## config.mk

```make
export PLATFORM = sky130hd
export DESIGN_NAME = fpe_flash_ctrl
export DESIGN_NICKNAME = d
export VERILOG_FILES = /design/src/rtl/fpe_pkg.sv /design/src/rtl/fpe_flash_ctrl.sv
export SDC_FILE = /design/constraint.sdc
export NUM_CORES = 1
export LEC_CHECK = 0
export BUFFER_PORTS_ARGS = -buffer_cell sky130_fd_sc_hd__buf_2
export CAP_MARGIN = 20
export CELL_PAD_IN_SITES_DETAIL_PLACEMENT = 1
export CELL_PAD_IN_SITES_GLOBAL_PLACEMENT = 2
export CORE_ASPECT_RATIO = 1.4
export CORE_MARGIN = 3
export CORE_UTILIZATION = 34
export CTS_CLUSTER_DIAMETER = 120
export DETAILED_ROUTE_END_ITERATION = 8
export PLACE_DENSITY_LB_ADDON = 0.1
export SKIP_CTS_REPAIR_TIMING = 1
export SLEW_MARGIN = 20
export SYNTH_ARGS = -nofsm -noshare
export SYNTH_HDL_FRONTEND = slang
export SYNTH_SLANG_ARGS = --single-unit
```

## constraint.sdc

```tcl
create_clock -name ref_clk -period 3.4 [get_ports ref_clk]
set_clock_uncertainty 0.15 [all_clocks]
set_input_delay 0.17 -clock ref_clk [delete_from_list [all_inputs] [get_ports ref_clk]]
set_output_delay 0.17 -clock ref_clk [all_outputs]
set_load 0.02 [all_outputs]
```

## src/rtl/fpe_pkg.sv

```systemverilog
// Constants for the flash program/erase control block.
// Assumes a 16-bit peripheral bus with full 24-bit byte addresses.
package fpe_pkg;
  // ==========================================================
  // Register addresses
  localparam logic [23:0] ADDR_INFO_DATA = 24'hff_f942;
  localparam logic [23:0] ADDR_LOW_WE = 24'hff_f944;
  localparam logic [23:0] ADDR_HIGH_WE = 24'hff_f946;
  localparam logic [23:0] ADDR_DATA_WE = 24'hff_f744;
  localparam logic [23:0] ADDR_CTRL = 24'hff_f94c;
  localparam logic [23:0] ADDR_STAT = 24'hff_f94e;
  // ==========================================================
  // Reset values
  localparam logic [15:0] RST_WORD = 16'h0000;
  localparam logic [7:0] RST_BYTE = 8'h00;
  // ==========================================================
  // Control bits
  localparam int CTL_HALF_READ = 0;
  localparam int CTL_CPU_BLOCK = 1;
  localparam int CTL_SKIP_VERIFY = 3;
  localparam int CTL_IRQ_EN = 4;
  localparam int CTL_PROGRAM = 5;
  localparam int CTL_PAGE_WIPE = 6;
  localparam int CTL_BLOCK_WIPE = 7;
  localparam logic [7:0] CTL_WMASK = 8'hfb;
  // ==========================================================
  // Status bits
  localparam int ST_WIPE_FAULT = 0;
  localparam int ST_PROG_FAULT = 1;
  localparam int ST_ACTIVE = 2;
  localparam int ST_OCCUPIED = 3;
  localparam int ST_OVERRUN = 4;
  // ==========================================================
  // Address map of the protected sections
  localparam int PROG_SEC_LSB = 13;
  localparam int DATA_SEC_LSB = 9;
  localparam int PAGE_LSB = 10;
  localparam int HALF_TAG_LSB = 17;
  localparam int DATA_TAG_LSB = 13;
  localparam logic [6:0] LOW_HALF_TAG = 7'h00;
  localparam logic [6:0] HIGH_HALF_TAG = 7'h01;
  localparam logic [10:0] DATA_FLASH_TAG = 11'h068;
  // ==========================================================
  // Array operations and sequencer states
  typedef enum logic [2:0] {
    FPE_OP_READ = 3'h0,
    FPE_OP_PROGRAM = 3'h1,
    FPE_OP_PAGE_WIPE = 3'h2,
    FPE_OP_BLOCK_WIPE = 3'h3
  } fpe_op_e;
  typedef enum logic [2:0] {
    FPE_ST_IDLE = 3'b001,
    FPE_ST_LAUNCH = 3'b010,
    FPE_ST_WAIT = 3'b100
  } fpe_state_e;
endpackage

```

## src/rtl/fpe_flash_ctrl.sv

```systemverilog
// Flash program/erase control: registers, section protection, sequencer.
// Assumes the array answers each start pulse with one arr_done pulse.
`timescale 1ns/10ps
module fpe_flash_ctrl (
  // Clock and reset
  input wire logic ref_clk,
  input wire logic rst_n,
  // Register bus
  input wire logic [23:0] reg_addr,
  input wire logic reg_wr,
  input wire logic reg_rd,
  input wire logic [15:0] reg_wdata,
  output logic [15:0] reg_rdata,
  // Flash write requests
  input wire logic fl_wr_req,
  input wire logic fl_wr_debug,
  input wire logic fl_wr_info,
  input wire logic [23:0] fl_wr_addr,
  input wire logic [15:0] fl_wr_data,
  input wire logic [7:0] info_location,
  input wire logic info_rd_req,
  output logic cpu_stall,
  output logic irq_buffer_ready,
  // Flash array
  output logic arr_start,
  output logic [2:0] arr_op,
  output logic [23:0] arr_addr,
  output logic [15:0] arr_wdata,
  output logic arr_info,
  output logic arr_verify,
  output logic arr_low_power,
  input wire logic arr_done,
  input wire logic arr_fail,
  input wire logic [15:0] arr_rdata
);
  // ==========================================================
  // Register state
  logic [15:0] info_word_reg, info_word_next;
  logic [15:0] low_en_reg, low_en_next;
  logic [15:0] high_en_reg, high_en_next;
  logic [15:0] data_en_reg, data_en_next;
  logic [7:0] ctrl_reg, ctrl_next;
  logic wipe_fault_reg, wipe_fault_next;
  logic prog_fault_reg, prog_fault_next;
  logic overrun_reg, overrun_next;
  logic [15:0] rdata_reg, rdata_next;
  // Sequencer state
  fpe_pkg::fpe_state_e state_reg, state_next;
  logic occupied_reg, occupied_next;
  logic active_reg, active_next;
  logic irq_reg, irq_next;
  logic [2:0] op_reg, op_next;
  logic [23:0] addr_reg, addr_next;
  logic [15:0] wdata_reg, wdata_next;
  logic info_reg, info_next;
  // Decode
  logic sel_info, sel_low, sel_high, sel_data, sel_ctrl, sel_stat;
  logic sec_ok, mode_ok, req_valid, busy_any, accept, rd_accept, done_ok;
  logic [2:0] req_op;
  logic [23:0] req_addr;
  logic [15:0] stat_word;

  assign sel_info = reg_addr == fpe_pkg::ADDR_INFO_DATA;
  assign sel_low = reg_addr == fpe_pkg::ADDR_LOW_WE;
  assign sel_high = reg_addr == fpe_pkg::ADDR_HIGH_WE;
  assign sel_data = reg_addr == fpe_pkg::ADDR_DATA_WE;
  assign sel_ctrl = reg_addr == fpe_pkg::ADDR_CTRL;
  assign sel_stat = reg_addr == fpe_pkg::ADDR_STAT;
  assign busy_any = active_reg | occupied_reg;
  assign stat_word = {11'h000, overrun_reg, occupied_reg, active_reg,
                      prog_fault_reg, wipe_fault_reg};

  // ==========================================================
  // Section protection and mode selection
  always_comb begin
    sec_ok = 1'b0;
    if (fl_wr_info) begin
      sec_ok = 1'b1;
    end else if (fl_wr_addr[23:fpe_pkg::HALF_TAG_LSB] ==
                 fpe_pkg::LOW_HALF_TAG) begin
      sec_ok = low_en_reg[fl_wr_addr[fpe_pkg::PROG_SEC_LSB +: 4]];
    end else if (fl_wr_addr[23:fpe_pkg::HALF_TAG_LSB] ==
                 fpe_pkg::HIGH_HALF_TAG) begin
      sec_ok = high_en_reg[fl_wr_addr[fpe_pkg::PROG_SEC_LSB +: 4]];
    end else if (fl_wr_addr[23:fpe_pkg::DATA_TAG_LSB] ==
                 fpe_pkg::DATA_FLASH_TAG) begin
      sec_ok = data_en_reg[fl_wr_addr[fpe_pkg::DATA_SEC_LSB +: 4]];
    end
  end

  always_comb begin
    mode_ok = 1'b1;
    req_op = fpe_pkg::FPE_OP_PROGRAM;
    req_addr = fl_wr_info ? {16'h0000, info_location[7:1], 1'b0} : fl_wr_addr;
    // Priority only matters if software breaks the one-mode
    if (ctrl_reg[fpe_pkg::CTL_BLOCK_WIPE]) begin
      req_op = fpe_pkg::FPE_OP_BLOCK_WIPE;
    end else if (ctrl_reg[fpe_pkg::CTL_PAGE_WIPE]) begin
      req_op = fpe_pkg::FPE_OP_PAGE_WIPE;
      req_addr[fpe_pkg::PAGE_LSB-1:0] = '0;
      mode_ok = ~fl_wr_info;
    end else begin
      mode_ok = ctrl_reg[fpe_pkg::CTL_PROGRAM];
    end
  end

  // CPU writes are refused while the debug tool owns the interface
  assign req_valid = fl_wr_req & sec_ok & mode_ok &
                     (fl_wr_debug | ~ctrl_reg[fpe_pkg::CTL_CPU_BLOCK]);
  assign cpu_stall = (fl_wr_req | info_rd_req) & ~fl_wr_debug & busy_any;
  assign accept = req_valid & ~busy_any;
  assign rd_accept = info_rd_req & ~fl_wr_req & ~busy_any;
  assign done_ok = (state_reg == fpe_pkg::FPE_ST_WAIT) & arr_done;

  // ==========================================================
  // Sequencer
  always_comb begin
    state_next = state_reg;
    occupied_next = occupied_reg;
    active_next = active_reg;
    irq_next = 1'b0;
    op_next = op_reg;
    addr_next = addr_reg;
    wdata_next = wdata_reg;
    info_next = info_reg;
    case (state_reg)
      fpe_pkg::FPE_ST_IDLE: begin
        if (accept) begin
          occupied_next = 1'b1;
          op_next = req_op;
          addr_next = req_addr;
          wdata_next = fl_wr_info ? info_word_reg : fl_wr_data;
          info_next = fl_wr_info;
          state_next = fpe_pkg::FPE_ST_LAUNCH;
        end else if (rd_accept) begin
          active_next = 1'b1;
          op_next = fpe_pkg::FPE_OP_READ;
          addr_next = {16'h0000, info_location[7:1], 1'b0};
          info_next = 1'b1;
          state_next = fpe_pkg::FPE_ST_LAUNCH;
        end
      end
      fpe_pkg::FPE_ST_LAUNCH: begin
        // Buffer hands its word to the array; busy covers the operation
        occupied_next = 1'b0;
        active_next = 1'b1;
        irq_next = occupied_reg & ctrl_reg[fpe_pkg::CTL_IRQ_EN];
        state_next = fpe_pkg::FPE_ST_WAIT;
      end
      fpe_pkg::FPE_ST_WAIT: begin
        if (arr_done) begin
          active_next = 1'b0;
          state_next = fpe_pkg::FPE_ST_IDLE;
        end
      end
      default: begin
        state_next = fpe_pkg::FPE_ST_IDLE;
        occupied_next = 1'b0;
        active_next = 1'b0;
      end
    endcase
  end

  always_ff @(posedge ref_clk or negedge rst_n) begin
    if (!rst_n) begin
      state_reg <= fpe_pkg::FPE_ST_IDLE;
      occupied_reg <= 1'b0;
      active_reg <= 1'b0;
      irq_reg <= 1'b0;
      op_reg <= fpe_pkg::FPE_OP_READ;
      addr_reg <= 24'h00_0000;
      wdata_reg <= fpe_pkg::RST_WORD;
      info_reg <= 1'b0;
    end else begin
      state_reg <= state_next;
      occupied_reg <= occupied_next;
      active_reg <= active_next;
      irq_reg <= irq_next;
      op_reg <= op_next;
      addr_reg <= addr_next;
      wdata_reg <= wdata_next;
      info_reg <= info_next;
    end
  end

  assign arr_start = state_reg == fpe_pkg::FPE_ST_LAUNCH;
  assign arr_op = op_reg;
  assign arr_addr = addr_reg;
  assign arr_wdata = wdata_reg;
  assign arr_info = info_reg;
  assign arr_verify = ~ctrl_reg[fpe_pkg::CTL_SKIP_VERIFY];
  // Array gates its sensing to the high clock phase while this is set
  assign arr_low_power = ctrl_reg[fpe_pkg::CTL_HALF_READ];
  assign irq_buffer_ready = irq_reg;

  // ==========================================================
  // Register file
  always_comb begin
    info_word_next = info_word_reg;
    low_en_next = low_en_reg;
    high_en_next = high_en_reg;
    data_en_next = data_en_reg;
    ctrl_next = ctrl_reg;
    wipe_fault_next = wipe_fault_reg;
    prog_fault_next = prog_fault_reg;
    overrun_next = overrun_reg;
    rdata_next = rdata_reg;
    if (reg_wr) begin
      if (sel_info) info_word_next = reg_wdata;
      if (sel_low) low_en_next = reg_wdata;
      if (sel_high) high_en_next = reg_wdata;
      if (sel_data) data_en_next = reg_wdata;
      if (sel_ctrl) ctrl_next = reg_wdata[7:0] & fpe_pkg::CTL_WMASK;
      if (sel_stat) begin
        // Write one clears, write zero
        if (reg_wdata[fpe_pkg::ST_WIPE_FAULT]) wipe_fault_next = 1'b0;
        if (reg_wdata[fpe_pkg::ST_PROG_FAULT]) prog_fault_next = 1'b0;
        if (reg_wdata[fpe_pkg::ST_OVERRUN]) overrun_next = 1'b0;
      end
    end
    // Hardware set follows the clear so it wins
    if (done_ok && op_reg == fpe_pkg::FPE_OP_READ) begin
      info_word_next = arr_rdata;
    end
    if (done_ok && arr_fail) begin
      if (op_reg == fpe_pkg::FPE_OP_PROGRAM) prog_fault_next = 1'b1;
      if (op_reg == fpe_pkg::FPE_OP_PAGE_WIPE ||
          op_reg == fpe_pkg::FPE_OP_BLOCK_WIPE) wipe_fault_next = 1'b1;
    end
    if (req_valid && fl_wr_debug && busy_any) overrun_next = 1'b1;
    if (reg_rd) begin
      rdata_next = 16'h0000;
      if (sel_info) rdata_next = info_word_reg;
      if (sel_low) rdata_next = low_en_reg;
      if (sel_high) rdata_next = high_en_reg;
      if (sel_data) rdata_next = data_en_reg;
      if (sel_ctrl) rdata_next = {8'h00, ctrl_reg};
      if (sel_stat) rdata_next = stat_word;
    end
  end

  always_ff @(posedge ref_clk or negedge rst_n) begin
    if (!rst_n) begin
      info_word_reg <= fpe_pkg::RST_WORD;
      low_en_reg <= fpe_pkg::RST_WORD;
      high_en_reg <= fpe_pkg::RST_WORD;
      data_en_reg <= fpe_pkg::RST_WORD;
      ctrl_reg <= fpe_pkg::RST_BYTE;
      wipe_fault_reg <= 1'b0;
      prog_fault_reg <= 1'b0;
      overrun_reg <= 1'b0;
      rdata_reg <= fpe_pkg::RST_WORD;
    end else begin
      info_word_reg <= info_word_next;
      low_en_reg <= low_en_next;
      high_en_reg <= high_en_next;
      data_en_reg <= data_en_next;
      ctrl_reg <= ctrl_next;
      wipe_fault_reg <= wipe_fault_next;
      prog_fault_reg <= prog_fault_next;
      overrun_reg <= overrun_next;
      rdata_reg <= rdata_next;
    end
  end

  assign reg_rdata = rdata_reg;
endmodule

```

==> summary.md, run 1 <==
| Metric | Value |
|---|---|
| Antenna cell count | `0` |
| Clock Path Buffers | `2` |
| Initial core utilization | `35.0%` |
| # IOs | `179` |
| R2R cell count | `8` |
| Number of max-cap violations | `0` |
| Ys flop type | `dfrtp_1` |
| Routed WL | `21700 µm` |
| WP data arrival | `3050 ps` |
| Setup TNS | `0 ps` |
| Power Dens Cells | `482 nW/µm²` |
| P_sw | `0.00115 W` |
| Cell with the most instances after synthesis | `dfrtp_1` |
| Setup violators final | `0` |
| TritonCTS clock tree | `yes` |
| Synth area leader | `dfrtp_1` |
| DR iter-0 viols | `213` |
| CP max stage delay | `570 ps` |
| Worst-path cell chain | `mux2i_1 > and3_1 > or4_1 > o211a_1 > a21oi_2 > o21ai_4 > inv_2 > mux2_2` |
| Buffers plus inverters on the worst setup path | `1` |
| Logic pwr share | `around 14%` |
| RSZ-0062 raised after global routing | `false` |
| Sequential Power Share | `40.3%` |
| Worst Max-Slew Pin Slew | `886 ps` |
| Top area cells in the synthesized netlist | `dfrtp_1 (51%), mux2_2 (12%), mux2i_1 (6.5%)` |
| Clock power share | `a little under half` |
| WS Path Type | `reg -> reg` |
| Final Hold Viols | `0` |
| Post-synth ARST share | `100%` |
| Yosys reg bits | `139` |
| Htree depth | `4` |
| Total number of vias | `around 5800` |
| R2r endpoint | `arr_addr[1]` |
| Critical Path Sink | `arr_addr[1]` |
| Clock Latency Late Sink | `between 400 and 500 ps` |
| Max Fclk | `346 MHz` |
| EDFF count, synth | `0` |
| Area Growth Syn to Fin | `37.2%` |
| Avg Synthesized Cell Area | `11.2 µm²` |
| Cell-internal power | `0.00335 W` |
| CP top delay family | `simple AND/OR/NAND/NOR gates` |
| Switching fraction of total power | `25.5%` |
| Worst EP required | `3560 ps` |
| Die height | `173 µm` |
| Most common library cells after synthesis | `dfrtp_1 (138), mux2_2 (73), nand2_1 (57)` |
| Min Tclk post-route | `2890 ps` |
| Global Route Usage Sum | `slightly below 20%` |
| Mapped Nets | `720` |
| Count of cell types in the netlist | `59` |
| Layout Nets | `about 970` |
| Synth top area share | `50.7%` |
| Util after Layout | `about half` |
| IO Port Bufs | `roughly 180` |
| Hold WC Path Type | `in -> reg` |
| VDD IR max | `335 µV` |
| Final Cycle Share | `85.1%` |
| Critical path origin | `low_en_reg[15]` |
| Layout cells sized above 1 | `between 30% and 40%` |
| Sequential area share after synthesis | `approximately half` |
| Crit Reg-Reg Startpoint | `low_en_reg[15]` |
| Largest net degree at the start of global routing | `91` |
| Detailed placement HPWL | `16100 µm` |
| Crit path launch type | `register` |
| Non-filler cells, final | `1113` |
| Leak | `4.71 nW` |
| Post-Syn Instances | `a little over 600` |
| CORE AREA | `19400 µm²` |
| Initial antenna violation count | `0` |
| Final ANT Viol Nets | `0` |
| DR DRC count | `0` |
| Critical Path Sink Type | `register` |
| Ys Warns | `0` |
| Die area | `21800 µm²` |
| Die width | `126 µm` |
| Wirelength per Cell | `19.5 µm` |
| Max reg flops | `24` |
| Critical path depth | `8` |
| Slew Limit Fails | `0` |
| Vias/cell | `5.18` |
| First-pass GRT wire length | `33600 µm` |
| Placed cells | `1004` |
| GP Congestion | `0.833` |
| Clock slew at reported path FFs | `60 ps` |
| Area of the mapped netlist | `6810 µm²` |
| Drt pass-1 iters | `4` |
| Total CTS buffers | `17` |
| Root buf cell | `clkbuf_16` |
| Worst-path maximum fanout | `12` |
| # clock sinks | `139` |
| Vias in the first global route | `5982` |
| Worst rel slew slack | `41.0%` |
| Rows | `60` |
| Crit path max-delay cell type | `or4_1` |
| Gr ovfl total | `0` |
| Reg2reg setup slack | `510 ps` |
| Status | `complete, no violations` |
[how the worst min path moves through the flow]
stage / endpoint / slack, ps / startpoint / depth (start not counted)
after CTS: ctrl_reg[0] / -290 / rst_n / 1
final: reg_rdata[2] / 9 / reg_addr[1] / 3
after detailed placement: ctrl_reg[0] / 160 / rst_n / 1
after global placement: ctrl_reg[0] / 150 / rst_n / 1
after floorplan: active_reg / -280 / rst_n / 0
after global routing: reg_rdata[2] / 20 / reg_addr[1] / 3
[kinds of logic (layout without fill, tap and decap cells)]
family,count (synthesis),after routing,synth area share (%)
other,1,1,0.0551
and+or+nand+nor,150,150,10.7
DFF,139,139,51.1
muxes,124,124,20.3
AOI/OAI and AO/OA,145,145,14.6
buffers and inverters,47,306,3.23
[area by class of cell]
cell class	instances	area [µm²]
tap	248	310
fill	2151	10100
sequential	139	3480
multi-input combinational	420	3120
timing repair buffer	265	1750
clock inverter	14	218
clock buffer	18	439
inverter	9	33.8
[worst reg2reg max path, delay by kind of cell (launching register included)]
family          cells  cell delay, ps
compound gates      3             750
buf+inv             1             260
flops               1             390
mux                 2             470
simple gates        2             760
[power by group through the flow]
stage | Combinational (W) | Sequential [W] | Clock [W]
after floorplan | 0.000243 | 0.00190 | 0
after global placement | 0.000535 | 0.00184 | 0
after detailed placement | 0.000554 | 0.00184 | 0
after CTS | 0.000557 | 0.00181 | 0.00212
after global routing | 0.000679 | 0.00183 | 0.00219
final | 0.000621 | 0.00181 | 0.00207
[routing by layer]
metal	global-route usage [%]	part of all wire, %	routed length [µm]	vias up
li1	-	-	-	2710
met1	24.6	43	9300	2900
met2	33.6	52	11300	139
met4	4.79	0.97	210	0
met3	4.38	4.2	906	19
met5	0	0	0	-
[per-stage QoR]
step | hold slack, ps | power, W | area, µm² | setup slack (ps)
after floorplan | -276 | 0.00214 | 6810 | 865
after global placement | 151 | 0.00237 | 7920 | 386
after detailed placement | 164 | 0.00240 | 7920 | 330
after CTS | -293 | 0.00449 | 8570 | 507
after global routing | 16.3 | 0.00470 | 9340 | 401
final | 9.04 | 0.00450 | 9340 | 507
[placed cells by master, fill, tap and decap left out, drive strengths merged, types with 4 or more instances in the layout]
master and n:
bufinv 5, nand2 57, mux2 78, inv 11, clkinv 4, nand2b 4
and2 4, dlygate4sd3 77, nand4 4, nand3 5, nor2 39, dfrtp 138
mux2i 44, and3 7, o21ai 35, o2bb2ai 6, clkbuf 18, a21oi 42
a2bb2oi 11, buf 188, a31oi 7, nor2b 10, nor4 4, a22o 17
Note: power is estimated with default switching activity, not from simulation.
==> run 2, diff against run 1 <==
REMOVE_ABC_BUFFERS = 1   (was not set)
TNS_END_PERCENT = 5   (was not set)
==> summary.md, run 2 (synthesis results as in run 1) <==
| Metric | Value |
|---|---|
| Hold Crit Start | `fl_wr_addr[13] (was reg_addr[1])` |
| Pre-CTS WS | `158 ps (was 330 ps)` |
| Setup WS post-layout | `116 ps (was 507 ps)` |
| Slew Limit Fails | `0 (unchanged)` |
| Gr ovfl total | `0 (unchanged)` |
| Drt pass-1 iters | `4 (unchanged)` |
| Die area | `21800 µm² (unchanged)` |
| Critical Path Sink Type | `register (unchanged)` |
| Worst rel slew slack | `41.9% (was 41.0%)` |
| Hold WC Path Type | `in -> reg (unchanged)` |
| First-pass GRT wire length | `35100 µm (was 33600 µm)` |
| Initial antenna violation count | `0 (unchanged)` |
| Routed WL | `23600 µm (was 21700 µm)` |
| DR DRC count | `0 (unchanged)` |
| Util after Layout | `48.1% (about the same)` |
| Min Tclk post-route | `3280 ps (was 2890 ps)` |
| R2r endpoint | `arr_addr[5] (was arr_addr[1])` |
| Die height | `173 µm (unchanged)` |
| Power Dens Cells | `469 nW/µm² (was 482 nW/µm²)` |
| Htree depth | `4 (unchanged)` |
| Reg2reg setup slack | `120 ps (was 510 ps)` |
| VDD IR max | `331 µV (was 335 µV)` |
| Rows | `60 (unchanged)` |
| Crit Reg-Reg Startpoint | `low_en_reg[13] (was low_en_reg[15])` |
| Final Cycle Share | `96.6% (was 85.1%)` |
| CORE AREA | `19400 µm² (unchanged)` |
| Total power | `0.00438 W (was 0.00450 W)` |
| Layout cells sized above 1 | `36.5% (was 36.2%)` |
| Max reg flops | `24 (unchanged)` |
| Worst Max-Slew Pin Slew | `869 ps (was 886 ps)` |
| Worst-path cell chain | `mux2i_1 > and3_1 > or4_1 > o211a_1 > a2111o_1 > a22o_1 > dlygate4sd3_1 > mux2_4 (was mux2i_1 > and3_1 > or4_1 > o211a_1 > a21oi_2 > o21ai_4 > inv_2 > mux2_2)` |
| Worst EP required | `3560 ps (about the same)` |
| GP Congestion | `0.793 (was 0.833)` |
| Layout Nets | `973 (was 966)` |
| Total number of vias | `5875 (was 5768)` |
| Clock Path Buffers | `2 (unchanged)` |
| Global Route Usage Sum | `20.9% (was 19.4%)` |
| Die width | `126 µm (unchanged)` |
| Status | `complete, no violations (unchanged)` |
| R2R cell count | `8 (unchanged)` |
| TritonCTS clock tree | `yes (unchanged)` |
| Vias in the first global route | `6165 (was 5982)` |
| WP data arrival | `3440 ps (was 3050 ps)` |
| CP max stage delay | `550 ps (was 570 ps)` |
| Clock Latency Late Sink | `430 ps (was 420 ps)` |
| Vias/cell | `5.25 (was 5.18)` |
| Final Hold Viols | `0 (unchanged)` |
| Clock slew at reported path FFs | `60 ps (about the same)` |
| Most frequent cells in the layout | `buf_2 (175), dfrtp_1 (138), dlygate4sd3_1 (77) (unchanged)` |
| Worst Hold Path Cells | `2 (was 3)` |
| Root buf cell | `clkbuf_16 (unchanged)` |
| Fin area | `9350 µm² (was 9340 µm²)` |
| Dpl cell area | `7970 µm² (was 7920 µm²)` |
| Final ANT Viol Nets | `0 (unchanged)` |
| Crit path max-delay cell type | `dlygate4sd3_1 (was or4_1)` |
| WS Path Type | `reg -> reg (unchanged)` |
| Crit path launch type | `register (unchanged)` |
| Largest net degree at the start of global routing | `86 (was 91)` |
| Total CTS buffers | `17 (unchanged)` |
| Number of max-cap violations | `0 (unchanged)` |
| Area Growth Syn to Fin | `37.2% (about the same)` |
| # clock sinks | `139 (unchanged)` |
| # IOs | `179 (unchanged)` |
| Max Fclk | `305 MHz (was 346 MHz)` |
| Antenna cell count | `0 (unchanged)` |
| Setup violators final | `0 (unchanged)` |
| Worst-path maximum fanout | `7 (was 12)` |
| Initial core utilization | `35.0% (unchanged)` |
| IO Port Bufs | `176 (unchanged)` |
| Wirelength per Cell | `21.1 µm (was 19.5 µm)` |
| Fillers | `2154 (was 2151)` |
| Detailed placement HPWL | `16400 µm (was 16100 µm)` |
| Leak | `4.74 nW (was 4.71 nW)` |
| DR iter-0 viols | `243 (was 213)` |
| Commonest non-fill, non-tap cell in the layout | `buf_2 (unchanged)` |
| Worst Hold Path EP | `arr_addr[13] (was reg_rdata[2])` |
| Worst hold slack | `49.6 ps (was 9.04 ps)` |
==> run 2: final cells by class <==
type | count | area [µm²] | share of cell area, %
Clock buffer | 19 | 433 | 4.63
Clock inverter | 13 | 175 | 1.87
Tap cell | 248 | 310 | 3.32
Inverter | 9 | 33.8 | 0.361
Timing Repair Buffer | 272 | 1800 | 19.3
Multi-Input combinational cell | 420 | 3120 | 33.3
Sequential cell | 139 | 3480 | 37.2
==> run 2: routing by layer <==
metal,track usage (%),part of all wire [%],vias to the layer above
met5,0,0,-
met4,7.46,2.4,0
met3,3.67,3.3,34
met2,38.1,55,148
met1,24.4,40,2976
li1,-,-,2717
==> run 2: worst max-delay path by stage <==
stage               depth (start not counted)             from                to
floorplan                                   6      reg_addr[4]  info_word_reg[0]
finish                                      8   low_en_reg[13]       arr_addr[5]
global placement                            9   fl_wr_addr[14]       arr_addr[3]
detailed placement                          9   fl_wr_addr[14]       arr_addr[3]
global route                                8   low_en_reg[13]       arr_addr[2]
CTS                                         8  high_en_reg[12]       arr_addr[3]
==> run 2: per-stage QoR <==
step / instances / setup TNS [ps]
6_report: 1120 / 0
5_1_grt: 1120 / -21.2
4_1_cts: 1043 / 0
3_5_place_dp: 1011 / 0
3_3_place_gp: 1011 / 0
2_1_floorplan: 568 / 0
==> run 2: report_power, final <==
| group | switching (W) | internal [W] | leakage, nW |
|---|---|---|---|
| registers | 0.0000678 | 0.00175 | 1.87 |
| logic | 0.000340 | 0.000279 | 2.57 |
| clock network | 0.000729 | 0.00122 | 0.300 |
| total | 0.00114 | 0.00325 | 4.74 |
==> run 2: critical path, delay by kind of cell (launching register included) <==
family / cells / cell delay (ps)
buffers and inverters: 1 / 550
AOI/OAI and AO/OA: 3 / 1040
muxes: 2 / 330
and+or+nand+nor: 2 / 720
DFF: 1 / 370
